## config.mk

```make
export PLATFORM = sky130hd
export DESIGN_NAME = mlf_lock_ctl
export DESIGN_NICKNAME = d
export VERILOG_FILES = /design/src/core/mlf_pkg.sv /design/src/core/mlf_thr_decode.sv /design/src/core/mlf_retry_timer.sv /design/src/core/mlf_lock_ctl.sv
export SDC_FILE = /design/constraint.sdc
export NUM_CORES = 1
export LEC_CHECK = 0
export BUFFER_PORTS_ARGS = -buffer_cell sky130_fd_sc_hd__buf_4
export CORE_UTILIZATION = 55
export DETAILED_ROUTE_END_ITERATION = 10
export PLACE_DENSITY = 0.82
export SLEW_MARGIN = 0
export SYNTH_ARGS = -nofsm -noshare
export SYNTH_HDL_FRONTEND = slang
export SYNTH_HIERARCHICAL = 1
export SYNTH_SLANG_ARGS = --single-unit
```

## constraint.sdc

```tcl
create_clock -name clock -period 7.34 [get_ports clock]
set_input_delay 1.101 -clock clock [delete_from_list [all_inputs] [get_ports clock]]
set_output_delay 1.101 -clock clock [all_outputs]
set_load 0.05 [all_outputs]
```

## src/core/mlf_pkg.sv

```systemverilog
package mlf_pkg;

    // Register map
    localparam logic [7:0] MLF_CFG_OFFSET = 8'h92;
    localparam logic [31:0] MLF_CFG_RESET = 32'h0000_0000;

    // Field positions
    localparam int MLF_OVS_EN_BIT = 30;
    localparam int MLF_BEMF_EN_BIT = 29;
    localparam int MLF_ABS_EN_BIT = 28;
    localparam int MLF_OVS_THR_LSB = 25;
    localparam int MLF_BEMF_THR_LSB = 22;
    localparam int MLF_THR_W = 3;
    localparam int MLF_ACT_LSB = 15;
    localparam int MLF_ACT_W = 4;
    localparam int MLF_RETRY_LSB = 0;
    localparam int MLF_RETRY_W = 3;

    // Current-limit lock action codes
    localparam logic [3:0] MLF_ACT_LATCH_TRI = 4'h0;
    localparam logic [3:0] MLF_ACT_LATCH_RECIRC = 4'h1;
    localparam logic [3:0] MLF_ACT_LATCH_HIGH = 4'h2;
    localparam logic [3:0] MLF_ACT_LATCH_LOW = 4'h3;
    localparam logic [3:0] MLF_ACT_RETRY_TRI = 4'h4;
    localparam logic [3:0] MLF_ACT_RETRY_RECIRC = 4'h5;
    localparam logic [3:0] MLF_ACT_RETRY_HIGH = 4'h6;
    localparam logic [3:0] MLF_ACT_RETRY_LOW = 4'h7;
    localparam logic [3:0] MLF_ACT_REPORT = 4'h8;
    localparam logic [3:0] MLF_ACT_OFF_A = 4'h9;
    localparam logic [3:0] MLF_ACT_OFF_B = 4'ha;

    // Thresholds in tenths of a percent
    localparam logic [11:0] MLF_OVS_BASE = 12'd1300;
    localparam logic [11:0] MLF_OVS_STEP = 12'd100;
    localparam logic [11:0] MLF_BEMF_BASE = 12'd400;
    localparam logic [11:0] MLF_BEMF_STEP = 12'd50;
    localparam logic [11:0] MLF_BEMF_CODE6 = 12'd675;
    localparam logic [11:0] MLF_BEMF_CODE7 = 12'd700;
    localparam logic [15:0] MLF_PCT_SCALE = 16'd1000;

    // Timing
    localparam int MLF_CLK_NS = 25;
    localparam int MLF_RETRY_MS = 100;
    localparam int MLF_RETRY_CYCLES = MLF_RETRY_MS * 1000000 / MLF_CLK_NS;

    typedef enum logic [2:0] {
        MLF_BR_DRIVE,
        MLF_BR_TRISTATE,
        MLF_BR_RECIRC,
        MLF_BR_LOW_BRAKE,
        MLF_BR_HIGH_BRAKE
    } mlf_bridge_t;

endpackage

```

## src/core/mlf_thr_decode.sv

```systemverilog
`timescale 1ns/1ps
`default_nettype none
module mlf_thr_decode (
    input wire logic clock,
    input wire logic rst_n,
    input wire logic [2:0] overspeed_threshold,
    input wire logic [2:0] backemf_lock_threshold,
    output logic [11:0] ovs_tenths,
    output logic [11:0] bemf_tenths
);
    import mlf_pkg::*;

    function automatic logic [11:0] ovs_pct(input logic [2:0] code);
        ovs_pct = MLF_OVS_BASE + 12'(MLF_OVS_STEP * 12'(code));
    endfunction

    // Upper two codes break the 5 percent stride
    function automatic logic [11:0] bemf_pct(input logic [2:0] code);
        unique case (code)
            3'h6: bemf_pct = MLF_BEMF_CODE6;
            3'h7: bemf_pct = MLF_BEMF_CODE7;
            default: bemf_pct = MLF_BEMF_BASE + 12'(MLF_BEMF_STEP * 12'(code));
        endcase
    endfunction

    always_ff @(posedge clock or negedge rst_n) begin
        if (!rst_n) begin
            ovs_tenths <= MLF_OVS_BASE;
            bemf_tenths <= MLF_BEMF_BASE;
        end else begin
            ovs_tenths <= ovs_pct(overspeed_threshold);
            bemf_tenths <= bemf_pct(backemf_lock_threshold);
        end
    end
endmodule // mlf_thr_decode
`default_nettype wire

```

## src/core/mlf_retry_timer.sv

```systemverilog
`timescale 1ns/1ps
`default_nettype none
module mlf_retry_timer #(
    parameter int CYCLES = 4000000
) (
    input wire logic clock,
    input wire logic rst_n,
    input wire logic start,
    output logic done
);
    logic [31:0] count_reg;
    logic run_reg;

    always_ff @(posedge clock or negedge rst_n) begin
        if (!rst_n) begin
            count_reg <= 32'h0;
            run_reg <= 1'b0;
            done <= 1'b0;
        end else begin
            done <= 1'b0;
            if (start) begin
                count_reg <= 32'h1;
                run_reg <= 1'b1;
            end else if (run_reg) begin
                if (count_reg >= 32'(CYCLES)) begin
                    run_reg <= 1'b0;
                    done <= 1'b1;
                end else begin
                    count_reg <= count_reg + 32'h1;
                end
            end
        end
    end

endmodule // mlf_retry_timer
`default_nettype wire

```

## src/core/mlf_lock_ctl.sv

```systemverilog
// Function
// - 32-bit config register at 0x92, resets zero
// - Bit 30 enables overspeed lock detector
// - Bit 29 enables back-EMF lock detector
// - Bit 28 enables absent-motor lock detector
// - Bits 27:25 pick overspeed threshold 130-200%
// - Bits 24:22 pick back-EMF threshold 40-70%
// - Action 3 latches fault, low-side brake
// - Actions 4-7 auto-retry, then latch with brake
// - Action 6 latched state brakes high side
// - Actions 9 and 10 ignore current-limit lock
// - Report-only action flags lock, keeps driving
`timescale 1ns/1ps
`default_nettype none
module mlf_lock_ctl #(
    parameter int RETRY_CYCLES = mlf_pkg::MLF_RETRY_CYCLES
) (
    input wire logic clock,
    input wire logic rst_n,
    input wire logic reg_wr,
    input wire logic reg_rd,
    input wire logic [7:0] reg_addr,
    input wire logic [31:0] reg_wdata,
    output logic [31:0] reg_rdata,
    input wire logic [15:0] speed_now,
    input wire logic [15:0] speed_max,
    input wire logic [15:0] backemf_now,
    input wire logic [15:0] backemf_expected,
    input wire logic motor_absent,
    input wire logic ilimit_lock,
    input wire logic clear_fault,
    output logic overspeed_lock,
    output logic backemf_lock,
    output logic absent_motor_lock,
    output logic ilimit_report,
    output logic fault_indicator_n,
    output mlf_pkg::mlf_bridge_t bridge_state,
    output logic [2:0] retries_used
);
    import mlf_pkg::*;

    typedef enum logic [1:0] {ST_RUN, ST_RETRY_WAIT, ST_LATCHED} mlf_state_t;

    logic [31:0] cfg_reg;
    mlf_state_t state_reg;
    mlf_state_t state_next;
    logic [11:0] ovs_tenths;
    logic [11:0] bemf_tenths;
    logic timer_start;
    logic timer_done;
    logic [3:0] act;
    logic [2:0] retry_limit;
    logic cfg_hit;

    assign cfg_hit = reg_addr == MLF_CFG_OFFSET;
    assign act = cfg_reg[MLF_ACT_LSB +: MLF_ACT_W];
    assign retry_limit = cfg_reg[MLF_RETRY_LSB +: MLF_RETRY_W];

    function automatic logic act_latch(input logic [3:0] a);
        act_latch = a <= MLF_ACT_LATCH_LOW;
    endfunction

    function automatic logic act_retry(input logic [3:0] a);
        act_retry = a >= MLF_ACT_RETRY_TRI && a <= MLF_ACT_RETRY_LOW;
    endfunction

    // Low two bits pick the brake flavour in both latch and retry groups
    function automatic mlf_bridge_t brake_of(input logic [3:0] a);
        unique case (a[1:0])
            2'h0: brake_of = MLF_BR_TRISTATE;
            2'h1: brake_of = MLF_BR_RECIRC;
            2'h2: brake_of = MLF_BR_HIGH_BRAKE;
            2'h3: brake_of = MLF_BR_LOW_BRAKE;
        endcase
    endfunction

    // Register port
    always_ff @(posedge clock or negedge rst_n) begin
        if (!rst_n) begin
            cfg_reg <= MLF_CFG_RESET;
        end else if (reg_wr && cfg_hit) begin
            cfg_reg <= reg_wdata;
        end
    end

    // Unmapped offsets read zero
    always_ff @(posedge clock or negedge rst_n) begin
        if (!rst_n) begin
            reg_rdata <= 32'h0;
        end else if (reg_rd) begin
            reg_rdata <= cfg_hit ? cfg_reg : 32'h0;
        end
    end

    mlf_thr_decode u_thr (
        .clock(clock),
        .rst_n(rst_n),
        .overspeed_threshold(cfg_reg[MLF_OVS_THR_LSB +: MLF_THR_W]),
        .backemf_lock_threshold(cfg_reg[MLF_BEMF_THR_LSB +: MLF_THR_W]),
        .ovs_tenths(ovs_tenths),
        .bemf_tenths(bemf_tenths)
    );

    // Scaled compares avoid a divider; products fit in 32 bits
    always_ff @(posedge clock or negedge rst_n) begin
        if (!rst_n) begin
            overspeed_lock <= 1'b0;
            backemf_lock <= 1'b0;
            absent_motor_lock <= 1'b0;
        end else begin
            overspeed_lock <= cfg_reg[MLF_OVS_EN_BIT] &&
                32'(speed_now) * 32'(MLF_PCT_SCALE) > 32'(speed_max) * 32'(ovs_tenths);
            backemf_lock <= cfg_reg[MLF_BEMF_EN_BIT] &&
                32'(backemf_now) * 32'(MLF_PCT_SCALE) < 32'(backemf_expected) * 32'(bemf_tenths);
            absent_motor_lock <= cfg_reg[MLF_ABS_EN_BIT] && motor_absent;
        end
    end

    // Current-limit lock sequencing
    always_comb begin
        state_next = state_reg;
        timer_start = 1'b0;
        unique case (state_reg)
            ST_RUN: begin
                if (ilimit_lock) begin
                    if (act_latch(act)) begin
                        state_next = ST_LATCHED;
                    end else if (act_retry(act)) begin
                        if (retries_used >= retry_limit) begin
                            state_next = ST_LATCHED;
                        end else begin
                            state_next = ST_RETRY_WAIT;
                            timer_start = 1'b1;
                        end
                    end
                end
            end
            ST_RETRY_WAIT: begin
                if (timer_done) begin
                    state_next = ST_RUN;
                end
            end
            ST_LATCHED: begin
                if (clear_fault) begin
                    state_next = ST_RUN;
                end
            end
            default: state_next = ST_RUN;
        endcase
    end

    mlf_retry_timer #(
        .CYCLES(RETRY_CYCLES)
    ) u_timer (
        .clock(clock),
        .rst_n(rst_n),
        .start(timer_start),
        .done(timer_done)
    );

    always_ff @(posedge clock or negedge rst_n) begin
        if (!rst_n) begin
            state_reg <= ST_RUN;
            fault_indicator_n <= 1'b1;
            bridge_state <= MLF_BR_DRIVE;
        end else begin
            state_reg <= state_next;
            fault_indicator_n <= state_next == ST_RUN;
            bridge_state <= state_next == ST_RUN ? MLF_BR_DRIVE : brake_of(act);
        end
    end

    // Retry budget refills only when software clears the fault
    always_ff @(posedge clock or negedge rst_n) begin
        if (!rst_n) begin
            retries_used <= 3'h0;
        end else if (clear_fault) begin
            retries_used <= 3'h0;
        end else if (timer_start) begin
            retries_used <= retries_used + 3'h1;
        end
    end

    // Set wins over a clear in the same cycle
    always_ff @(posedge clock or negedge rst_n) begin
        if (!rst_n) begin
            ilimit_report <= 1'b0;
        end else if (state_reg == ST_RUN && ilimit_lock && act == MLF_ACT_REPORT) begin
            ilimit_report <= 1'b1;
        end else if (clear_fault) begin
            ilimit_report <= 1'b0;
        end
    end
endmodule // mlf_lock_ctl
`default_nettype wire

```

==> results of run 1 <==
==> cell usage in the layout, fill, tap and decap left out, types with 5 or more instances in the layout <==
cell	Yosys	routed
or3_1	16	16
inv_1	493	493
xor2_1	29	29
buf_4	4	189
o21ai_1	12	12
and2_1	118	118
o211ai_1	8	8
nor2b_1	21	21
clkbuf_16	0	17
o21a_1	12	12
fa_1	388	388
nand4_1	13	13
o21bai_1	11	11
a21o_1	35	35
ha_1	306	306
xnor2_1	65	65
nand2_1	359	359
a31oi_1	6	6
nor3_1	22	20
or4_1	6	6
nor2_1	77	76
o21ai_0	54	54
a21oi_1	76	75
nand2b_1	16	16
nand3_1	25	24
nor4_1	8	8
dfstp_2	8	7
a211oi_1	12	12
o22ai_1	34	34
dfrtp_1	123	120
nand4b_1	5	5
o31ai_1	8	7
mux2_2	35	35
==> cell families after synthesis <==
kind of cell | count (synthesis) | synth area share
fa+ha+maj | 694 | 0.487
buf+inv | 572 | 0.0910
simple gates | 716 | 0.144
compound gates | 313 | 0.0874
other cells | 1 | 0.000158
xor+xnor | 94 | 0.0346
mux | 37 | 0.0174
flops | 131 | 0.138
==> power by group through the flow <==
stage | combinational (W) | sequential, W | clock [W]
finish | 0.00720 | 0.000830 | 0.000915
global route | 0.00824 | 0.000837 | 0.000959
CTS | 0.00718 | 0.000826 | 0.000926
detailed placement | 0.00712 | 0.000838 | 0
global placement | 0.00679 | 0.000835 | 0
floorplan | 0.00545 | 0.000815 | 0
==> stage by stage <==
step	hold slack (ns)	util	TNS, ns
2_1_floorplan	0.464	-	0
3_3_place_gp	0.477	0.606	0
3_5_place_dp	0.494	0.606	-0.221
4_1_cts	0.507	0.621	0
5_1_grt	0.514	0.622	-0.0292
6_report	0.505	0.622	0
==> layer usage <==
metal / share of wire / vias up / GRT usage
li1: - / 8351 / -
met1: 0.40 / 9031 / 0.310
met2: 0.53 / 467 / 0.459
met3: 0.047 / 100 / 0.0347
met4: 0.022 / 0 / 0.0629
met5: 0 / - / 0
==> layout make-up <==
cell class / count / area share
antenna: 1 / 0.0000951
clock buffer: 21 / 0.0175
clock inverter: 11 / 0.00656
inverter: 493 / 0.0703
multi-input combinational: 1858 / 0.699
sequential: 131 / 0.125
tap: 577 / 0.0274
timing repair buffer: 190 / 0.0543
==> final timing paths <==
kind	startpoint	endpoint	slack (ns)
setup / recovery	speed_max[3]	overspeed_lock	0.29
hold / removal	cfg_reg[21]	cfg_reg[21]	0.51
setup reg to reg	u_thr/ovs_tenths[4]	overspeed_lock	0.36
hold reg to reg	cfg_reg[21]	cfg_reg[21]	0.51
max in group asynchronous	rst_n	u_thr/bemf_tenths[5]	5.33
min in group asynchronous	rst_n	reg_rdata[16]	0.68
==> critical path: stages <==
cell and delay [ns]:
buf_4 0.13, and2_1 0.17, fa_1 0.51, fa_1 0.52, fa_1 0.51, fa_1 0.54, inv_1 0.06, fa_1 0.53
inv_1 0.04, ha_1 0.34, and3_4 0.21, nand3_1 0.13, and4b_1 0.34, o31ai_2 0.10, o21ai_1 0.17, nor2_1 0.07
a211o_1 0.26, xor2_1 0.15, ha_1 0.30, nand2_1 0.07, nor2_2 0.13, nand3_1 0.13, nor3_2 0.24, a221oi_1 0.11
o211a_1 0.12, nor3_1 0.18, and4b_1 0.21
==> flow_metrics.py, run 1 <==
metrics = {
    "die": {
        "rows": 75,
        "die_area_um2": 44100,
        "fp.dieH_um": 210,
        "core_area_um2": 42300,
        "ios": 154,
        "fp.dieW_um": 210,
        "initial_core_util": 0.562,
    },
    "pwr": {
        "p_total_w": 0.00894,
        "netSwitchingFraction": 0.481,
        "powerDensity_nw_per_um2": 340,
        "power.share.clock": 0.102,
        "p_seq_frac": 0.093,
        "p_leak_nw": 13.4,
        "p_sw_w": 0.00430,
        "irDropWorstVdd_mv": 0.359,
        "internal-power_w": 0.00464,
        "pwr-share-comb": 0.805,
    },
    "sta": {
        "setup_viol": 0,
        "fmax_mhz": 142,
        "final_period_minus_worst_setup_slack_ns": 7.05,
        "tightest_slew_ns": 0.907,
        "relSlewSlack": 0.395,
        "hold_viol": 0,
        "drv_slew": 0,
        "period_share": 0.960,
        "fin_ws_ns": 0.294,
        "finalClockSkew_ns": 0.00706,
    },
    "critical_path": {
        "crit_required_ns": 7.69,
        "critPathLaunchType": "input port",
        "cp-end-kind": "flip-flop",
        "crit_type": "input port to flip-flop",
        "arrival_ns": 7.40,
        "reg2reg_depth": 27,
        "critPathMaxFanout": 5,
    },
    "global_routing": {
        "grt_use_total": 0.250,
        "antenna_found_initial": 1,
        "first_global_vias": 19635,
        "grt_max_degree": 67,
        "overflow": 0,
        "grt_pass1_wl_um": 91000,
    },
    "clock_network": {
        "cts_made_buffers": 17,
        "htree_levels": 4,
        "cts_buffer_depth": 2,
        "cts_root_buffer": "clkbuf_16",
        "cts.sinks": 131,
        "cts_tree": "built",
        "clk_pin_slew_ns": 0.06,
        "postCtsHoldBufs": 0,
        "ctsResizeCount": 0,
        "cts_setup_buffers": 0,
        "worstSkewPairLatency_ns": 0.42,
    },
    "logic_synthesis": {
        "netlist.area_leader.share": 0.326,
        "yosysSeqAreaShare": 0.138,
        "syn_avg_cell_area_um2": 9.30,
        "yosys_warnings": 6,
        "synth_area_um2": 23800,
        "yosys-top-cells-count": "inv_1, fa_1, nand2_1",
        "ys.flop_type": "dfrtp_1",
        "synth_edf_count": 0,
        "synthArstFlopShare": 1.00,
        "yosysTopAreaCell": "fa_1",
        "synth_area_leaders": "fa_1, ha_1, dfrtp_1",
        "synth.distinct_cells": 80,
        "synth-seq-cells": 131,
        "syn_inst": 2558,
        "synth.most_common_cell": "inv_1",
    },
    "finish": {
        "ff_latch_area_um2": 3300,
        "syn_to_final_growth_pct": 10.6,
        "drive_gt1_frac": 0.111,
        "multi_input_area_um2": 18400,
        "fillers": 3440,
        "finalInstanceArea_um2": 26300,
        "final_nets": 3496,
        "stdcell_count": 3282,
    },
    "detailed_routing": {
        "drtAntennaViolNets": 0,
        "drc": 0,
        "drt_wl_total_um": 52300,
        "vias_per_cell": 5.47,
        "drt-initial-drc-count": 966,
        "via_count": 17949,
        "drtPass1Iterations": 7,
        "wl_per_cell_um": 15.9,
    },
    "placed_design": {
        "placed_cell_area_um2": 25700,
        "placed_cells": 3249,
        "gp_congestion": 0.938,
        "post-place-ws_ns": -0.151,
        "hpwlAfterDp_um": 42900,
        "port_buffers": 153,
    },
    "hold_path": {
        "hold_depth": 1,
        "min_path_type": "flip-flop to flip-flop",
    },
    "job": {
        "cap_violations": 0,
    },
    "status": {
        "status": "finished clean",
    },
}
(Power assumes the default switching activity.)
==> run 2: changes to the inputs <==
--- a/config.mk
+++ b/config.mk
@@ -9,6 +9,7 @@
 export CORE_UTILIZATION = 55
 export DETAILED_ROUTE_END_ITERATION = 10
 export PLACE_DENSITY = 0.82
+export SETUP_SLACK_MARGIN = 0.3
 export SLEW_MARGIN = 0
 export SYNTH_ARGS = -nofsm -noshare
 export SYNTH_HDL_FRONTEND = slang
==> run 2 against run 1 <==
Net effect:
- sequential power barely moved
- power rose by 2.7%
- critical endpoint unchanged
- setup slack improved by 0.15 ns
- routed wire length rose by 0.13%
- register-to-register slack improved by 0.14 ns
- sequential share of layout area barely moved
- largest power group unchanged
- worst hold slack got worse by 0.011 ns
- maximum frequency rose by 2.1%
- combinational power rose by 4.9%
- clock skew rose by 0.0036 ns
==> flow_metrics.py, run 2 (synthesis results as in run 1) <==
metrics = {
    "pwr": {
        "irDropWorstVdd_mv": 0.346,
        "p_seq_frac": 0.090,
        "internal-power_w": 0.00466,
        "netSwitchingFraction": 0.493,
        "power.share.clock": 0.088,
        "pwr-share-comb": 0.822,
        "p_sw_w": 0.00453,
        "p_leak_nw": 13.4,
        "powerDensity_nw_per_um2": 348,
    },
    "hold_path": {
        "min_from": "u_timer/count_reg[21]",
        "hold_depth": 1,
        "min_path_type": "flip-flop to flip-flop",
        "holdPathEnd": "u_timer/count_reg[21]",
    },
    "placed_design": {
        "placed_cell_area_um2": 25600,
        "gp_congestion": 0.933,
        "hpwlAfterDp_um": 43000,
        "placed_cells": 3241,
        "port_buffers": 153,
    },
    "critical_path": {
        "path_delay_family": "adder cells",
        "crit_required_ns": 7.69,
        "critPathMaxFanout": 6,
        "reg2reg_from": "u_thr/ovs_tenths[4]",
        "rrSetupSlack_ns": 0.50,
        "cpMostUsedCell": "fa_1",
        "r2r_end": "overspeed_lock",
        "arrival_ns": 7.25,
        "reg2reg_depth": 27,
        "critPathLaunchType": "input port",
        "crit_path_max_incr_delay_ns": 0.57,
        "crit_type": "input port to flip-flop",
        "worst-path-buf-inv": 3,
        "slowest_stage": "fa_1",
        "cp-end-kind": "flip-flop",
    },
    "clock_network": {
        "cts_root_buffer": "clkbuf_16",
        "htree_levels": 4,
        "clk_pin_slew_ns": 0.07,
        "postCtsHoldBufs": 0,
        "cts_made_buffers": 17,
        "cts_tree": "built",
        "cts_buffer_depth": 2,
        "worstSkewPairLatency_ns": 0.41,
        "cts.sinks": 131,
    },
    "sta": {
        "tightest_slew_ns": 1.28,
        "finalClockSkew_ns": 0.0107,
        "fmax_mhz": 145,
        "fin_tns_setup_ns": 0,
        "period_share": 0.940,
        "setup_viol": 0,
        "relSlewSlack": 0.145,
        "grt_setup_unrepaired": "true",
        "final_period_minus_worst_setup_slack_ns": 6.90,
        "drv_slew": 0,
        "hold_viol": 0,
    },
    "detailed_routing": {
        "wl_per_cell_um": 16.0,
        "vias_per_cell": 5.48,
        "drc": 0,
        "drtPass1Iterations": 5,
        "drtAntennaViolNets": 0,
        "drt_wl_total_um": 52300,
        "drt-initial-drc-count": 845,
        "via_count": 17957,
    },
    "job": {
        "cap_violations": 0,
    },
    "global_routing": {
        "antenna_found_initial": 1,
        "grt_max_degree": 82,
        "grt_pass1_wl_um": 90100,
        "grt_use_total": 0.246,
        "overflow": 0,
        "first_global_vias": 19161,
    },
    "die": {
        "fp.dieH_um": 210,
        "initial_core_util": 0.562,
        "fp.dieW_um": 210,
        "ios": 154,
        "rows": 75,
        "core_area_um2": 42300,
        "die_area_um2": 44100,
    },
    "finish": {
        "finalInstanceArea_um2": 26400,
        "layout_commonest_cell": "inv_1",
        "ff_latch_area_um2": 3300,
        "drive_gt1_frac": 0.119,
        "stdcell_count": 3276,
        "mostFrequentLayoutCells": "inv_1, fa_1, nand2_1",
        "fillers": 3424,
        "final_nets": 3490,
        "multi_input_area_um2": 18500,
        "syn_to_final_growth_pct": 10.9,
    },
    "status": {
        "status": "finished clean",
    },
}
## run 2: metrics by stage
step | setup WS, ns | power (W) | util | hold slack (ns)
4_1_cts | 0.320 | 0.00883 | 0.619 | 0.498
5_1_grt | 0.246 | 0.0102 | 0.623 | 0.523
3_5_place_dp | -0.105 | 0.00796 | 0.605 | 0.485
3_3_place_gp | 0.124 | 0.00762 | 0.605 | 0.482
6_report | 0.441 | 0.00919 | 0.623 | 0.494
2_1_floorplan | 0.301 | 0.00630 | - | 0.464
## run 2: worst max-delay path by stage
stage                               startpoint        endpoint  slack (ns)  depth (start not counted)
after global routing              speed_max[3]  overspeed_lock        0.25                         29
after floorplan            backemf_expected[5]    backemf_lock        0.30                         27
after CTS                 u_thr/bemf_tenths[3]    backemf_lock        0.32                         25
final                             speed_max[4]  overspeed_lock        0.44                         27
after global placement            speed_max[4]  overspeed_lock        0.12                         27
after detailed placement          speed_max[4]  overspeed_lock       -0.10                         27
## run 2: power by group through the flow
stage,combinational [W],clock [W],sequential (W)
6_report,0.00755,0.000808,0.000828
5_1_grt,0.00856,0.000850,0.000834
4_1_cts,0.00718,0.000820,0.000825
3_5_place_dp,0.00712,0,0.000837
3_3_place_gp,0.00679,0,0.000836
2_1_floorplan,0.00549,0,0.000815
## run 2: worst reg2reg max path, delay by kind of cell (launching register included)
kind                     cells  cell delay [ns]
adder cells (fa/ha/maj)      7             3.20
AND/OR/NAND/NOR             11             1.72
flip-flops                   1             0.78
AO/OA/AOI/OAI                5             0.75
buffers and inverters        3             0.18
XOR/XNOR                     1             0.15
## run 2: what timing repair did
item / 4_1_cts / 5_1_grt
setup buffers: 0 / 2
endpoints found under the setup margin: 0 / 2
gates resized for setup: 0 / 40
## run 2: area by class of cell
cell class,count,area share
flip-flops and latches,131,0.125
repair buffers,184,0.0528
clock buffers,18,0.0166
inverters,493,0.0701
multi-input cells,1858,0.703
clock inverters,14,0.00488
well taps,577,0.0274
diodes,1,0.0000948
## run 2: routing by layer
layer | GRT usage | vias to the layer above | share of wire
li1 | - | 8351 | -
met1 | 0.325 | 9038 | 0.43
met2 | 0.431 | 492 | 0.51
met3 | 0.0353 | 76 | 0.049
met4 | 0.0524 | 0 | 0.017
met5 | 0 | - | 0
